==> config.mk <==
export PLATFORM = sky130hd
export DESIGN_NAME = serial_ctrl
export DESIGN_NICKNAME = d
export VERILOG_FILES = /design/src/hw/serial_ctrl_pkg.sv /design/src/hw/serial_ctrl.sv /design/src/hw/flag_cell.sv
export VERILOG_INCLUDE_DIRS = /design/src /design/src/hw
export SDC_FILE = /design/constraint.sdc
export NUM_CORES = 1
export LEC_CHECK = 0
export ABC_CLOCK_PERIOD_IN_PS = 5300
export BUFFER_PORTS_ARGS = -buffer_cell sky130_fd_sc_hd__buf_2
export CORE_MARGIN = 5
export CORE_UTILIZATION = 40
export DETAILED_ROUTE_END_ITERATION = 7
export GPL_TIMING_DRIVEN = 0
export PLACE_DENSITY_LB_ADDON = 0.1
export SYNTH_ARGS = -nofsm -noshare
export SYNTH_HDL_FRONTEND = slang
export SYNTH_SLANG_ARGS = --single-unit
==> constraint.sdc <==
create_clock -name clk -period 5.3 [get_ports clk]
set_clock_uncertainty 0.1 [all_clocks]
set_input_delay 0 -clock clk [delete_from_list [all_inputs] [get_ports clk]]
set_output_delay 0 -clock clk [all_outputs]
set_load 0.01 [all_outputs]
==> src/hw/serial_ctrl_defines.svh <==
`ifndef SERIAL_CTRL_DEFINES_SVH
`define SERIAL_CTRL_DEFINES_SVH

// Register word offsets (byte addresses on the bus)
`define OFF_CTRL 4'h0
`define OFF_FLAGS 4'h4
`define OFF_FORMAT 4'h8

// Control register fields
`define CTRL_TX_EMPTY_IRQ_EN 7
`define CTRL_RX_IRQ_EN 6
`define CTRL_TX_ON 5
`define CTRL_RX_ON 4
`define CTRL_ADDR_FILTER_IRQ_EN 3
`define CTRL_TX_DONE_IRQ_EN 2
`define CTRL_WRITABLE 8'hfc
`define CTRL_RESET 8'h00

// Flags register fields
`define FLG_TX_HOLDING_EMPTY 7
`define FLG_RX_HOLDING_FULL 6
`define FLG_OVERRUN 5
`define FLG_FRAME_ERR 4
`define FLG_PARITY_ERR 3
`define FLG_TX_FINISHED 2
`define FLG_ADDR_MARK 1
`define FLAGS_RESET 8'h84

// Format register fields
`define FMT_PARITY_EN 5
`define FMT_PARITY_ODD 4
`define FMT_ADDR_MODE 2
`define FORMAT_WRITABLE 8'h7f
`define FORMAT_RESET 8'h00

`endif

==> src/hw/serial_ctrl_pkg.sv <==
package serial_ctrl_pkg;
	typedef enum logic [1:0] {
		BUS_IDLE = 2'b01,
		BUS_ACK = 2'b10
	} bus_state_t;
endpackage

==> src/hw/serial_ctrl.sv <==
// Functional notes
// - Control register is 8 bits, read/write, zero after reset.
// - Control bits 1 and 0 always read back as zero.
// - Bit 7 gates the holding-empty transmit request.
// - Holding-empty request drops on read-then-clear of its flag or enable cleared.
// - Bit 6 gates both receive-full and receive-error requests.
// - Receive requests drop when causing flag cleared or bit 6 cleared.
// - With transmitter off, holding-empty flag is forced to one.
// - Transmitter on: clearing holding-empty flag after a data write starts sending.
// - Turning receiver off leaves the receive flags unchanged.
// - Receiver on: reception starts on start bit or incoming serial clock.
// - Address filter bit acts only when address mode is selected.
// - Filtering discards unmarked characters: no transfer, no flags, no requests.
// - Marked character sets mark bit, clears filter bit, resumes normal flagging.
// - Bit 2 gates the done request when last bit leaves with holding empty.
// - Done request drops on holding-empty and finished flags cleared, or bit 2 cleared.
// - Holding-empty set by reset, transmitter off, or holding-to-shift move.
// - Status flags other than the mark bit take only a written zero, after having been read as one.
// - Address mode makes parity enable ignored; polarity still drives parity_odd.
`timescale 1ns/1ps
`default_nettype none
`include "serial_ctrl_defines.svh"
module serial_ctrl
	import serial_ctrl_pkg::*;
(
	// Clock, reset, enable
	input wire logic clk,
	input wire logic rstn,
	input wire logic ce,
	// Avalon-MM slave
	input wire logic [3:0] avs_address,
	input wire logic avs_read,
	input wire logic avs_write,
	input wire logic [31:0] avs_writedata,
	input wire logic [3:0] avs_byteenable,
	output logic [31:0] avs_readdata,
	output logic avs_waitrequest,
	// Transmit engine events (same clock)
	input wire logic tx_load,
	input wire logic tx_last_bit,
	// Receive engine events (same clock)
	input wire logic rx_char_done,
	input wire logic rx_stop_bad,
	input wire logic rx_parity_bad,
	input wire logic rx_mark_in,
	// Engine controls
	output logic tx_go,
	output logic rx_active,
	output logic rx_transfer,
	output logic parity_check_en,
	output logic parity_odd,
	// Interrupt requests
	output logic tx_empty_irq,
	output logic rx_full_irq,
	output logic rx_error_irq,
	output logic tx_done_irq
);
	bus_state_t bus_r, bus_nxt;
	logic [7:0] ctrl_r, ctrl_nxt;
	logic [7:0] fmt_r, fmt_nxt;
	logic [31:0] rdata_r, rdata_nxt;
	logic addr_mark_r, addr_mark_nxt;
	logic acc, wr_ctrl, wr_flags, wr_fmt, rd_flags;
	logic tx_empty, rx_full, ovr, ferr, perr, tx_fin;
	logic filtering, accept, char_ok, holding_write;
	logic [7:0] flags;
	logic [7:0] wbyte;

	assign wbyte = avs_writedata[7:0];
	// One wait state: request taken in IDLE, answered with waitrequest low in ACK
	assign acc = (avs_read || avs_write) && (bus_r == BUS_IDLE);
	assign avs_waitrequest = (avs_read || avs_write) && (bus_r != BUS_ACK);
	assign wr_ctrl = acc && avs_write && avs_byteenable[0] && avs_address == `OFF_CTRL;
	assign wr_flags = acc && avs_write && avs_byteenable[0] && avs_address == `OFF_FLAGS;
	assign wr_fmt = acc && avs_write && avs_byteenable[0] && avs_address == `OFF_FORMAT;
	assign rd_flags = acc && avs_read && avs_address == `OFF_FLAGS;

	// Filter applies only in address mode
	assign filtering = fmt_r[`FMT_ADDR_MODE] && ctrl_r[`CTRL_ADDR_FILTER_IRQ_EN];
	// Overrun and framing errors block further reception until cleared
	assign accept = ctrl_r[`CTRL_RX_ON] && rx_char_done && !(filtering && !rx_mark_in);
	assign char_ok = accept && !ovr && !ferr;
	assign rx_transfer = char_ok && !rx_full && !rx_stop_bad;
	assign rx_active = ctrl_r[`CTRL_RX_ON];
	assign parity_check_en = fmt_r[`FMT_PARITY_EN] && !fmt_r[`FMT_ADDR_MODE];
	assign parity_odd = fmt_r[`FMT_PARITY_ODD];
	assign tx_go = ctrl_r[`CTRL_TX_ON] && !tx_empty;
	assign holding_write = wr_flags && !wbyte[`FLG_TX_HOLDING_EMPTY];

	always_comb begin
		bus_nxt = bus_r;
		case (bus_r)
			BUS_IDLE: begin
				if (avs_read || avs_write) begin
					bus_nxt = BUS_ACK;
				end
			end
			BUS_ACK: begin
				bus_nxt = BUS_IDLE;
			end
			default: begin
				bus_nxt = BUS_IDLE;
			end
		endcase
	end

	always_comb begin
		ctrl_nxt = ctrl_r;
		fmt_nxt = fmt_r;
		addr_mark_nxt = addr_mark_r;
		if (wr_ctrl) begin
			ctrl_nxt = wbyte & `CTRL_WRITABLE;
		end
		if (wr_fmt) begin
			fmt_nxt = wbyte & `FORMAT_WRITABLE;
		end
		if (accept && fmt_r[`FMT_ADDR_MODE]) begin
			addr_mark_nxt = rx_mark_in;
			if (rx_mark_in) begin
				ctrl_nxt[`CTRL_ADDR_FILTER_IRQ_EN] = 1'b0;
			end
		end
	end

	always_comb begin
		rdata_nxt = 32'h0000_0000;
		if (acc && avs_read) begin
			case (avs_address)
				`OFF_CTRL: rdata_nxt = {24'h00_0000, ctrl_r[7:2], 2'b00};
				`OFF_FLAGS: rdata_nxt = {24'h00_0000, flags};
				`OFF_FORMAT: rdata_nxt = {24'h00_0000, fmt_r};
				default: rdata_nxt = 32'h0000_0000;
			endcase
		end else if (bus_r == BUS_ACK) begin
			rdata_nxt = rdata_r;
		end
	end

	always_ff @(posedge clk or negedge rstn) begin
		if (!rstn) begin
			bus_r <= BUS_IDLE;
			ctrl_r <= `CTRL_RESET;
			fmt_r <= `FORMAT_RESET;
			rdata_r <= 32'h0000_0000;
			addr_mark_r <= 1'b0;
		end else if (ce) begin
			bus_r <= bus_nxt;
			ctrl_r <= ctrl_nxt;
			fmt_r <= fmt_nxt;
			rdata_r <= rdata_nxt;
			addr_mark_r <= addr_mark_nxt;
		end
	end

	assign avs_readdata = rdata_r;

	// Flags keep their value while the receiver is off; only hardware events and transmitter-off (holding-empty) set them
	flag_cell #(.RESET_VAL(1'b1)) u_tx_empty (
		.clk(clk), .rstn(rstn), .ce(ce),
		.set_i(tx_load),
		.force_set(!ctrl_r[`CTRL_TX_ON]),
		.read_seen(rd_flags),
		.clear_req(holding_write),
		.q(tx_empty)
	);
	flag_cell #(.RESET_VAL(1'b0)) u_rx_full (
		.clk(clk), .rstn(rstn), .ce(ce),
		.set_i(rx_transfer),
		.force_set(1'b0),
		.read_seen(rd_flags),
		.clear_req(wr_flags && !wbyte[`FLG_RX_HOLDING_FULL]),
		.q(rx_full)
	);
	flag_cell #(.RESET_VAL(1'b0)) u_overrun (
		.clk(clk), .rstn(rstn), .ce(ce),
		.set_i(char_ok && rx_full),
		.force_set(1'b0),
		.read_seen(rd_flags),
		.clear_req(wr_flags && !wbyte[`FLG_OVERRUN]),
		.q(ovr)
	);
	flag_cell #(.RESET_VAL(1'b0)) u_frame (
		.clk(clk), .rstn(rstn), .ce(ce),
		.set_i(char_ok && rx_stop_bad),
		.force_set(1'b0),
		.read_seen(rd_flags),
		.clear_req(wr_flags && !wbyte[`FLG_FRAME_ERR]),
		.q(ferr)
	);
	flag_cell #(.RESET_VAL(1'b0)) u_parity (
		.clk(clk), .rstn(rstn), .ce(ce),
		.set_i(char_ok && rx_parity_bad && parity_check_en),
		.force_set(1'b0),
		.read_seen(rd_flags),
		.clear_req(wr_flags && !wbyte[`FLG_PARITY_ERR]),
		.q(perr)
	);
	// Finished flag clears together with a holding-empty clear
	flag_cell #(.RESET_VAL(1'b1)) u_tx_fin (
		.clk(clk), .rstn(rstn), .ce(ce),
		.set_i(tx_last_bit && tx_empty),
		.force_set(1'b0),
		.read_seen(rd_flags),
		.clear_req(holding_write),
		.q(tx_fin)
	);

	assign flags = {tx_empty, rx_full, ovr, ferr, perr, tx_fin, addr_mark_r, 1'b0};

	// Requests are plain levels so clearing a flag or enable drops them at once
	assign tx_empty_irq = ctrl_r[`CTRL_TX_EMPTY_IRQ_EN] && tx_empty;
	assign rx_full_irq = ctrl_r[`CTRL_RX_IRQ_EN] && rx_full;
	assign rx_error_irq = ctrl_r[`CTRL_RX_IRQ_EN] && (ovr || ferr || perr);
	assign tx_done_irq = ctrl_r[`CTRL_TX_DONE_IRQ_EN] && tx_fin;
endmodule
`default_nettype wire

==> src/hw/flag_cell.sv <==
`timescale 1ns/1ps
`default_nettype none
// Status flag: hardware set wins; software may only clear after reading it as 1
module flag_cell #(
	parameter logic RESET_VAL = 1'b0
) (
	// Clock and reset
	input wire logic clk,
	input wire logic rstn,
	input wire logic ce,
	// Events
	input wire logic set_i,
	input wire logic force_set,
	input wire logic read_seen,
	input wire logic clear_req,
	// State
	output logic q
);
	logic q_r;
	logic q_nxt;
	logic armed_r;
	logic armed_nxt;

	always_comb begin
		q_nxt = q_r;
		armed_nxt = armed_r;
		if (read_seen && q_r) begin
			armed_nxt = 1'b1;
		end
		if (clear_req && armed_r) begin
			q_nxt = 1'b0;
			armed_nxt = 1'b0;
		end
		if (set_i || force_set) begin
			q_nxt = 1'b1;
			armed_nxt = 1'b0;
		end
	end

	always_ff @(posedge clk or negedge rstn) begin
		if (!rstn) begin
			q_r <= RESET_VAL;
			armed_r <= 1'b0;
		end else if (ce) begin
			q_r <= q_nxt;
			armed_r <= armed_nxt;
		end
	end

	assign q = q_r;
endmodule
`default_nettype wire

==> results of run 1 <==
==> area by class of cell <==
| class | count | area (um^2) |
|---|---|---|
| fillers | 459 | 2130 |
| multi-input cells | 131 | 966 |
| clock inverters | 1 | 30.0 |
| inverters | 6 | 22.5 |
| plain buffers | 31 | 218 |
| well taps | 67 | 83.8 |
| flip-flops and latches | 36 | 905 |
| repair buffers | 57 | 365 |
| clock buffers | 7 | 96.3 |
==> registers in the layout, indices dropped and copies added (netlist names) <==
name and count:
avs_readdata 8, fmt_r 7, ctrl_r 6, bus_r 2, addr_mark_r 1, u_frame.armed_r 1, u_frame.q 1, u_overrun.armed_r 1
u_overrun.q 1, u_parity.armed_r 1, u_parity.q 1, u_rx_full.armed_r 1, u_rx_full.q 1, u_tx_empty.armed_r 1, u_tx_empty.q 1, u_tx_fin.armed_r 1
u_tx_fin.q 1
==> cell usage in the layout (no fill, tap or decap), types with 2 or more instances in the layout <==
cell type / Yosys / layout
o2bb2ai_1: 9 / 9
dlygate4sd3_1: 0 / 16
nand2_1: 4 / 4
a31oi_1: 6 / 6
nor2b_1: 5 / 5
and2_1: 4 / 4
mux2_2: 11 / 11
nand4_1: 6 / 6
o21ai_0: 3 / 3
mux2_1: 6 / 6
conb_1: 1 / 24
dfrtp_1: 33 / 33
buf_2: 3 / 44
dfstp_2: 3 / 3
a22oi_1: 6 / 6
a31o_2: 2 / 2
a211oi_1: 3 / 3
nor4_4: 3 / 3
clkbuf_8: 0 / 7
a22o_1: 3 / 3
and3_1: 5 / 5
nand3b_1: 2 / 2
buf_4: 24 / 24
clkbuf_1: 3 / 3
nand2b_1: 3 / 3
nor2_1: 3 / 3
a21oi_1: 3 / 3
inv_1: 6 / 6
==> per-layer routing <==
metal,vias up,routed length (um)
met2,57,2350
met1,792,2360
met3,4,310
met5,-,0
li1,805,-
met4,0,31
==> final timing paths <==
| check | from | to | cells after the start |
|---|---|---|---|
| max | u_overrun.q$_DFFE_PN0P_ | u_overrun.armed_r$_DFFE_PN0P_ | 4 |
| min | tx_load | u_tx_empty.armed_r$_DFFE_PN0P_ | 4 |
| max reg2reg | u_overrun.q$_DFFE_PN0P_ | u_overrun.armed_r$_DFFE_PN0P_ | 4 |
| min reg2reg | u_tx_fin.armed_r$_DFFE_PN0P_ | u_tx_fin.q$_DFFE_PN1P_ | 1 |
| max in group asynchronous | rstn | ctrl_r[7]$_DFFE_PN0P_ | 2 |
| min in group asynchronous | rstn | u_parity.armed_r$_DFFE_PN0P_ | 2 |
==> timing repair <==
action,in CTS,in global routing
hold buffers,16,0
hold endpoints to repair,56,0
resized for setup,0,0
==> worst max-delay path: stages (launching register included) <==
cell,delay [ns]
dfrtp_1,0.45
nor4bb_1,0.52
and3_1,0.23
clkbuf_1,0.27
a221oi_1,0.16
==> power by group <==
part / switching (mW) / internal, mW
combinational: 0.0735 / 0.0715
sequential: 0.0300 / 0.307
clock: 0.0987 / 0.166
==> cells by family (layout without fill, tap and decap cells) <==
logic type | after synthesis | after routing | synth area share (%)
DFF | 36 | 36 | 44.7
and+or+nand+nor | 47 | 47 | 17.6
buffers and inverters | 37 | 102 | 11.9
muxes | 17 | 17 | 9.46
AOI/OAI and AO/OA | 43 | 43 | 16.2
other | 1 | 24 | 0.185
==> per-stage QoR <==
stage | setup WS (ns) | utilization [%] | total power, mW
2_1_floorplan | 3.63 | - | 0.428
3_3_place_gp | 3.48 | 49.8 | 0.475
3_5_place_dp | 3.47 | 49.8 | 0.478
4_1_cts | 3.45 | 55.8 | 0.747
5_1_grt | 3.32 | 55.8 | 0.784
6_report | 3.43 | 55.8 | 0.747
==> out/metrics.cfg, run 1 <==
[global_routing]
grt_use_met3_pct=3.99
grt_first_pass_wirelength_um=8180
top_usage_layer=met2
met1_usage_pct=20.7
grtUsageTotal_pct=16.2
grt_max_degree=37
globalRouteOverflowTotal=0
grt_pass1_vias=1721
grt_util_met2_pct=28.0
antenna_found_initial=0

[sta]
slew_viol_final=0
setup_viol=0
timing.slew.headroom_pct=45.9
rsz0062_at_grt=no
timing.final.crit_share_pct=35.2
setup-tns-final_ns=0
min_period_ns=1.87
worst_pin_slew_ns=0.812
holdWs_ns=0.0163
max_freq_mhz=536
finalHoldViolCount=0

[layout]
finalNonFillerCells=336
syn_to_final_growth_pct=32.7
antenna_cells=0
design_area_um2=2690
final_net_count=319
drive_gt1_share_pct=37.2

[yosys]
synth.avg_cell_area_um2=11.2
synth-edff-count=0
yosysWarnings=0
synth-async-reset-ratio_pct=100
yosys-top-cells-area=dfrtp_1 (41%), buf_4 (8.9%), mux2_2 (6.1%)
synth_cell_type_count=47
synth.most_common_cell=dfrtp_1
netlist_instances=181
netlist_area_um2=2020
synth_flop_cell=dfrtp_1
synthTopCellsByCount=dfrtp_1 (33), buf_4 (24), mux2_2 (11), o2bb2ai_1 (9)
ys_ff_latch=36
yosysSeqAreaShare_pct=44.7
yosys.area.top_type_share_pct=40.8
post-synth-top-area-cell=dfrtp_1

[die]
rows=25
initial_core_util_pct=42.0
core-area_um2=4820
die_w_um=81.1
io-pin-count=93
dieHeight_um=81.1
dieArea_um2=6580

[drt]
vias_per_cell=4.93
routed_wl_um=5050
drt_iter0_drc=78
num_vias=1658
ant_nets=0
drcViolationCount=0
wl_per_cell_um=15.0
drt_pass1_iterations=4

[place]
port_buffers=41
post_dp_cell_area_um2=2400
dp_hpwl_um=3780
gp_congestion=0.759
placedCellCount=312

[setup_path]
crit_type=reg -> reg
critPathMaxFanout=7
arrival_ns=1.92
cp-start-kind=flip-flop
rrSetupSlack_ns=3.43
critPathRequiredTime_ns=5.35
end_kind=flip-flop

[clocking]
cts-root-buf=clkbuf_8
cts_buffer_depth=2
cts_inserted_buffers=5
cts_tree=yes
cts.sinks=36
clkLatencyLatePin_ns=0.29
postCtsSetupBuffers=0
cts_max_level=2
clk_pin_slew_worst_paths_ns=0.07

[job]
cap_violations=0

[pwr]
ir_worst_vdd_uv=157
powerDensity_nw_per_um2=278
leakage_nw=1.35

[run_status]
status=finished clean

[worst_hold_path]
hold_path.class=in -> reg

Note: power is estimated with default switching activity, not from simulation.
==> inputs of run 2 (changes only) <==
ABC_AREA = 1   (was default)
ABC_CLOCK_PERIOD_IN_PS = 1800   (was 5300)
clock period = 1.8 ns   (was 5.3 ns; I/O delays follow)
==> out/metrics.cfg, run 2 <==
[place]
port_buffers=41
dp_hpwl_um=3700
gp_congestion=0.782
placedCellCount=389

[setup_path]
r2r_cells=6
critPathRequiredTime_ns=1.70
critPathMaxFanout=6
r2r_start=bus_r[0]$_DFFE_PN1P_
end_kind=primary output
r2r-end=u_overrun.armed_r$_DFFE_PN0P_
crit_type=reg -> out
rrSetupSlack_ns=0.26
cp-start-kind=flip-flop
arrival_ns=1.51

[clocking]
cts.sinks=36
cts_buffer_depth=2
cts_tree=yes
cts_inserted_buffers=5
cts_max_level=2
clkLatencyLatePin_ns=0.29
cts-root-buf=clkbuf_8
clk_pin_slew_worst_paths_ns=0.07

[pwr]
leakage_nw=1.51
powerDensity_nw_per_um2=738
ir_worst_vdd_uv=439
total_power_mw=1.95

[run_status]
status=finished clean

[drt]
drt_iter0_drc=99
wl_per_cell_um=12.1
drt_pass1_iterations=4
num_vias=1838
vias_per_cell=4.44
ant_nets=0
routed_wl_um=5020
drcViolationCount=0

[sta]
setup_viol=0
timing.final.crit_share_pct=89.6
rsz0062_at_grt=no
max_freq_mhz=620
min_period_ns=1.61
finalHoldViolCount=0
setup-tns-final_ns=0
timing.slew.headroom_pct=45.6
worst_pin_slew_ns=0.815
slew_viol_final=0

[yosys]
synth.avg_cell_area_um2=7.80
synth-adder-area-share_pct=0
yosysWarnings=0
synth.most_common_cell=nand2_1
post-synth-top-area-cell=dfrtp_1
muxShareOfSynthArea_pct=0
synth_cell_type_count=26
synth-compound-area-share_pct=10.4
netlist_area_um2=2010
synth_top_family_by_area=simple AND/OR/NAND/NOR gates
synthTopCellsByCount=nand2_1 (81), dfrtp_1 (33), buf_4 (24), inv_1 (24), nor2_1 (24)
yosys.area.top_type_share_pct=41.0
ys_ff_latch=36
yosys.area_share.simple_pct=28.5
yosys-top-cells-area=dfrtp_1 (41%), nand2_1 (15%), buf_4 (9.0%)
netlist_instances=258
synth-edff-count=0
synth-async-reset-ratio_pct=100
yosysSeqAreaShare_pct=45.0
synth_flop_cell=dfrtp_1
synth_xor_area_share_pct=0

[layout]
final_net_count=397
antenna_cells=0
fillCellCount=495
layout_common_cells=nand2_1 (81), buf_2 (42), dfrtp_1 (33)
drive_gt1_share_pct=28.2
utilization_pct=55.0
largest_reg_flops=8
final_common_cell=nand2_1
syn_to_final_growth_pct=31.6
finalNonFillerCells=414

[worst_hold_path]
worstHoldStart=rx_char_done
holdPathEnd=addr_mark_r$_DFFE_PN0P_
hold_path.class=in -> reg
whs_path_depth=4

[die]
dieHeight_um=80.9
core-area_um2=4820
die_w_um=80.9
initial_core_util_pct=41.8
io-pin-count=93
dieArea_um2=6550
rows=25

[global_routing]
globalRouteOverflowTotal=0
grt_first_pass_wirelength_um=8470
grt_max_degree=37
grtUsageTotal_pct=17.0
antenna_found_initial=0
grt_pass1_vias=1821

[job]
cap_violations=0

## run 2: cell types whose count changed after synthesis, moves of 6 or more
cell,change
nand2_1,+77
nor2_1,+21
inv_1,+18
nand3_1,+13
mux2_2,-11
o21ai_2,+10
o2bb2ai_1,-9
a22oi_1,-6
mux2_1,-6
o21ai_0,+6
## run 2: routing by layer
metal | GRT usage [%] | up-vias | wire length (um)
li1 | - | 940 | -
met1 | 23.2 | 826 | 2260
met2 | 26.4 | 62 | 2300
met3 | 3.77 | 10 | 370
met4 | 6.59 | 0 | 90
met5 | 0 | - | 0
## run 2: critical path, stage by stage, from the launching register on
cell     delay (ns)
dfrtp_1        0.42
nand2_1        0.08
nor2_1         0.05
nor2_1         0.32
and3_1         0.22
buf_2          0.13
## run 2: worst max path at each step
stage	slack (ns)	to	cells past startpoint	startpoint
floorplan	0.44	ctrl_r[4]$_DFFE_PN0P_	8	bus_r[0]$_DFFE_PN1P_
global placement	0.26	u_rx_full.armed_r$_DFFE_PN0P_	6	bus_r[0]$_DFFE_PN1P_
detailed placement	0.23	u_rx_full.armed_r$_DFFE_PN0P_	6	bus_r[0]$_DFFE_PN1P_
CTS	0.19	rx_transfer	5	fmt_r[2]$_DFFE_PN0P_
global route	0.04	rx_transfer	5	fmt_r[2]$_DFFE_PN0P_
finish	0.19	rx_transfer	5	fmt_r[2]$_DFFE_PN0P_
## run 2: what timing repair did
action                    CTS  global route
resized for setup           0             0
setup buffers               0             0
hold buffers               17             0
hold endpoints to repair   58             0
## run 2: where the power goes
part | switching, mW | internal (mW)
logic | 0.231 | 0.165
clock network | 0.289 | 0.312
registers | 0.0680 | 0.889
total | 0.589 | 1.37
## run 2: final cells by class
type | count | area, um^2 | share of cell area [%]
well taps | 67 | 83.8 | 3.17
multi-input cells | 190 | 873 | 33.0
plain buffers | 28 | 219 | 8.27
inverters | 27 | 101 | 3.83
repair buffers | 58 | 375 | 14.2
flip-flops and latches | 36 | 905 | 34.2
clock buffers | 8 | 90.1 | 3.40
## run 2: cells by family after synthesis
group / count (synthesis)
and+or+nand+nor: 134
buffers and inverters: 55
DFF: 36
AOI/OAI and AO/OA: 32
other: 1
## run 2: per-stage QoR
| stage | hold WS, ns | instance area, um^2 | worst slack (ns) |
|---|---|---|---|
| floorplan | -0.396 | 2100 | 0.442 |
| global placement | 0.0535 | 2390 | 0.258 |
| detailed placement | 0.0525 | 2390 | 0.232 |
| CTS | 0.0327 | 2650 | 0.190 |
| global route | 0.0474 | 2650 | 0.0450 |
| finish | 0.0283 | 2650 | 0.187 |
==> inputs of run 3 (changes only) <==
ABC_AREA = default   (was 1)
==> out/metrics.cfg, run 3 (synthesis results as in run 1) <==
[run_status]
status=finished clean

[pwr]
power_frac_clock_pct=35.0
p_seq_share_pct=44.8
powerDensity_nw_per_um2=817
ir_worst_vdd_uv=461
power_frac_comb_pct=20.1
switchingPower_uw=599
swShare_pct=27.0
leakage_nw=1.36
internal_power_mw=1.62

[die]
rows=25
core-area_um2=4820
io-pin-count=93
dieArea_um2=6580
initial_core_util_pct=42.0
die_w_um=81.1
dieHeight_um=81.1

[drt]
routed_wl_um=5020
vias_per_cell=4.91
ant_nets=0
wl_per_cell_um=14.9
drt_iter0_drc=94
num_vias=1660
drcViolationCount=0
drt_pass1_iterations=4

[global_routing]
grt_util_met2_pct=27.9
met1_usage_pct=20.5
grt_pass1_vias=1739
grt_first_pass_wirelength_um=8170
top_usage_layer=met2
grt_use_met3_pct=3.99
antenna_found_initial=0
grt_max_degree=37
grtUsageTotal_pct=16.2
globalRouteOverflowTotal=0

[job]
cap_violations=0

[place]
post_dp_cell_area_um2=2400
gp_congestion=0.759
place_ws_ns=-0.0300
dp_hpwl_um=3780
port_buffers=41
placedCellCount=312

[clocking]
cts_tree=yes
cts-root-buf=clkbuf_8
cts.sinks=36
clk_pin_slew_worst_paths_ns=0.07
cts_max_level=2
cts_buffer_depth=2
cts_inserted_buffers=5
clkLatencyLatePin_ns=0.28

[layout]
design_area_um2=2720
final_common_cell=buf_2
largest_reg_flops=8
antenna_cells=0
drive_gt1_share_pct=39.1
layout_common_cells=buf_2 (43), dfrtp_1 (33), buf_4 (28)
final_net_count=321
finalNonFillerCells=338
utilization_pct=56.4
syn_to_final_growth_pct=34.2

[sta]
worst_slack_ns=0.0592
timing.slew.headroom_pct=45.9
setup-tns-final_ns=0
timing.final.crit_share_pct=96.7
finalHoldViolCount=0
slew_viol_final=0
min_period_ns=1.74
setup_viol=0
rsz0062_at_grt=yes
worst_pin_slew_ns=0.812
max_freq_mhz=574

[worst_hold_path]
hold_path.class=in -> reg

[setup_path]
cp-start-kind=flip-flop
end_kind=flip-flop
critPathMaxFanout=7
crit_type=reg -> reg
arrival_ns=1.79
critPathRequiredTime_ns=1.85

## run 3: changes by cell type in the layout (fill, tap and decap cells not counted), sizes merged, moves of 6 or more
| cell | change |
|---|---|
| o2bb2ai | +9 |
| inv | -21 |
| a22oi | +6 |
| nand3 | -13 |
| nand2 | -80 |
| mux2 | +17 |
| nor2 | -25 |
| o21ai | -16 |
## run 3: layout make-up
| class | instances | area [um^2] |
|---|---|---|
| sequential | 36 | 905 |
| clock inverter | 1 | 30.0 |
| fill | 461 | 2100 |
| tap | 67 | 83.8 |
| buffer | 30 | 216 |
| multi-input combinational | 131 | 975 |
| timing repair buffer | 60 | 388 |
| inverter | 6 | 22.5 |
| clock buffer | 7 | 96.3 |
## run 3: stage by stage
step	hold WS [ns]	total power [mW]
after floorplan	-0.396	1.26
after global placement	0.0481	1.40
after detailed placement	0.0432	1.41
after CTS	0.0234	2.20
after global routing	0.0472	2.33
final	0.0182	2.22
## run 3: final timing paths
check                                                 endpoint                    startpoint  slack (ns)  cells after the start
worst max register to register   u_overrun.armed_r$_DFFE_PN0P_       u_overrun.q$_DFFE_PN0P_        0.06                      4
worst max-delay path             u_overrun.armed_r$_DFFE_PN0P_       u_overrun.q$_DFFE_PN0P_        0.06                      4
min in group asynchronous         u_parity.armed_r$_DFFE_PN0P_                          rstn        0.24                      2
worst min-delay path            u_tx_empty.armed_r$_DFFE_PN0P_                       tx_load        0.02                      4
max in group asynchronous                ctrl_r[7]$_DFFE_PN0P_                          rstn        0.83                      2
worst min register to register          u_tx_fin.q$_DFFE_PN1P_  u_tx_fin.armed_r$_DFFE_PN0P_        0.37                      1
## run 3: layer usage
metal	vias to the layer above	share of wire, %
li1	808	-
met1	789	46
met2	59	47
met3	4	6.5
met4	0	0.62
met5	-	0
## run 3: power by group through the flow
stage	combinational (mW)	clock, mW	sequential [mW]
detailed placement	0.401	0	1.01
finish	0.447	0.778	0.995
floorplan	0.279	0	0.981
global placement	0.393	0	1.01
CTS	0.428	0.782	0.991
global route	0.494	0.832	1.01
## run 3: worst max-delay path, stage by stage, from the launching register on
cell and delay, ns:
dfrtp_1 0.46, nor4bb_2 0.42, and3_1 0.21, clkbuf_1 0.26
a221oi_1 0.15
## run 3: timing repair
action,4_1_cts,5_1_grt
endpoints found under the hold margin,56,0
gates resized for setup,2,2
setup endpoints to repair,14,16
hold buffers,16,0
buffers inserted,0,3
pin swaps,0,2
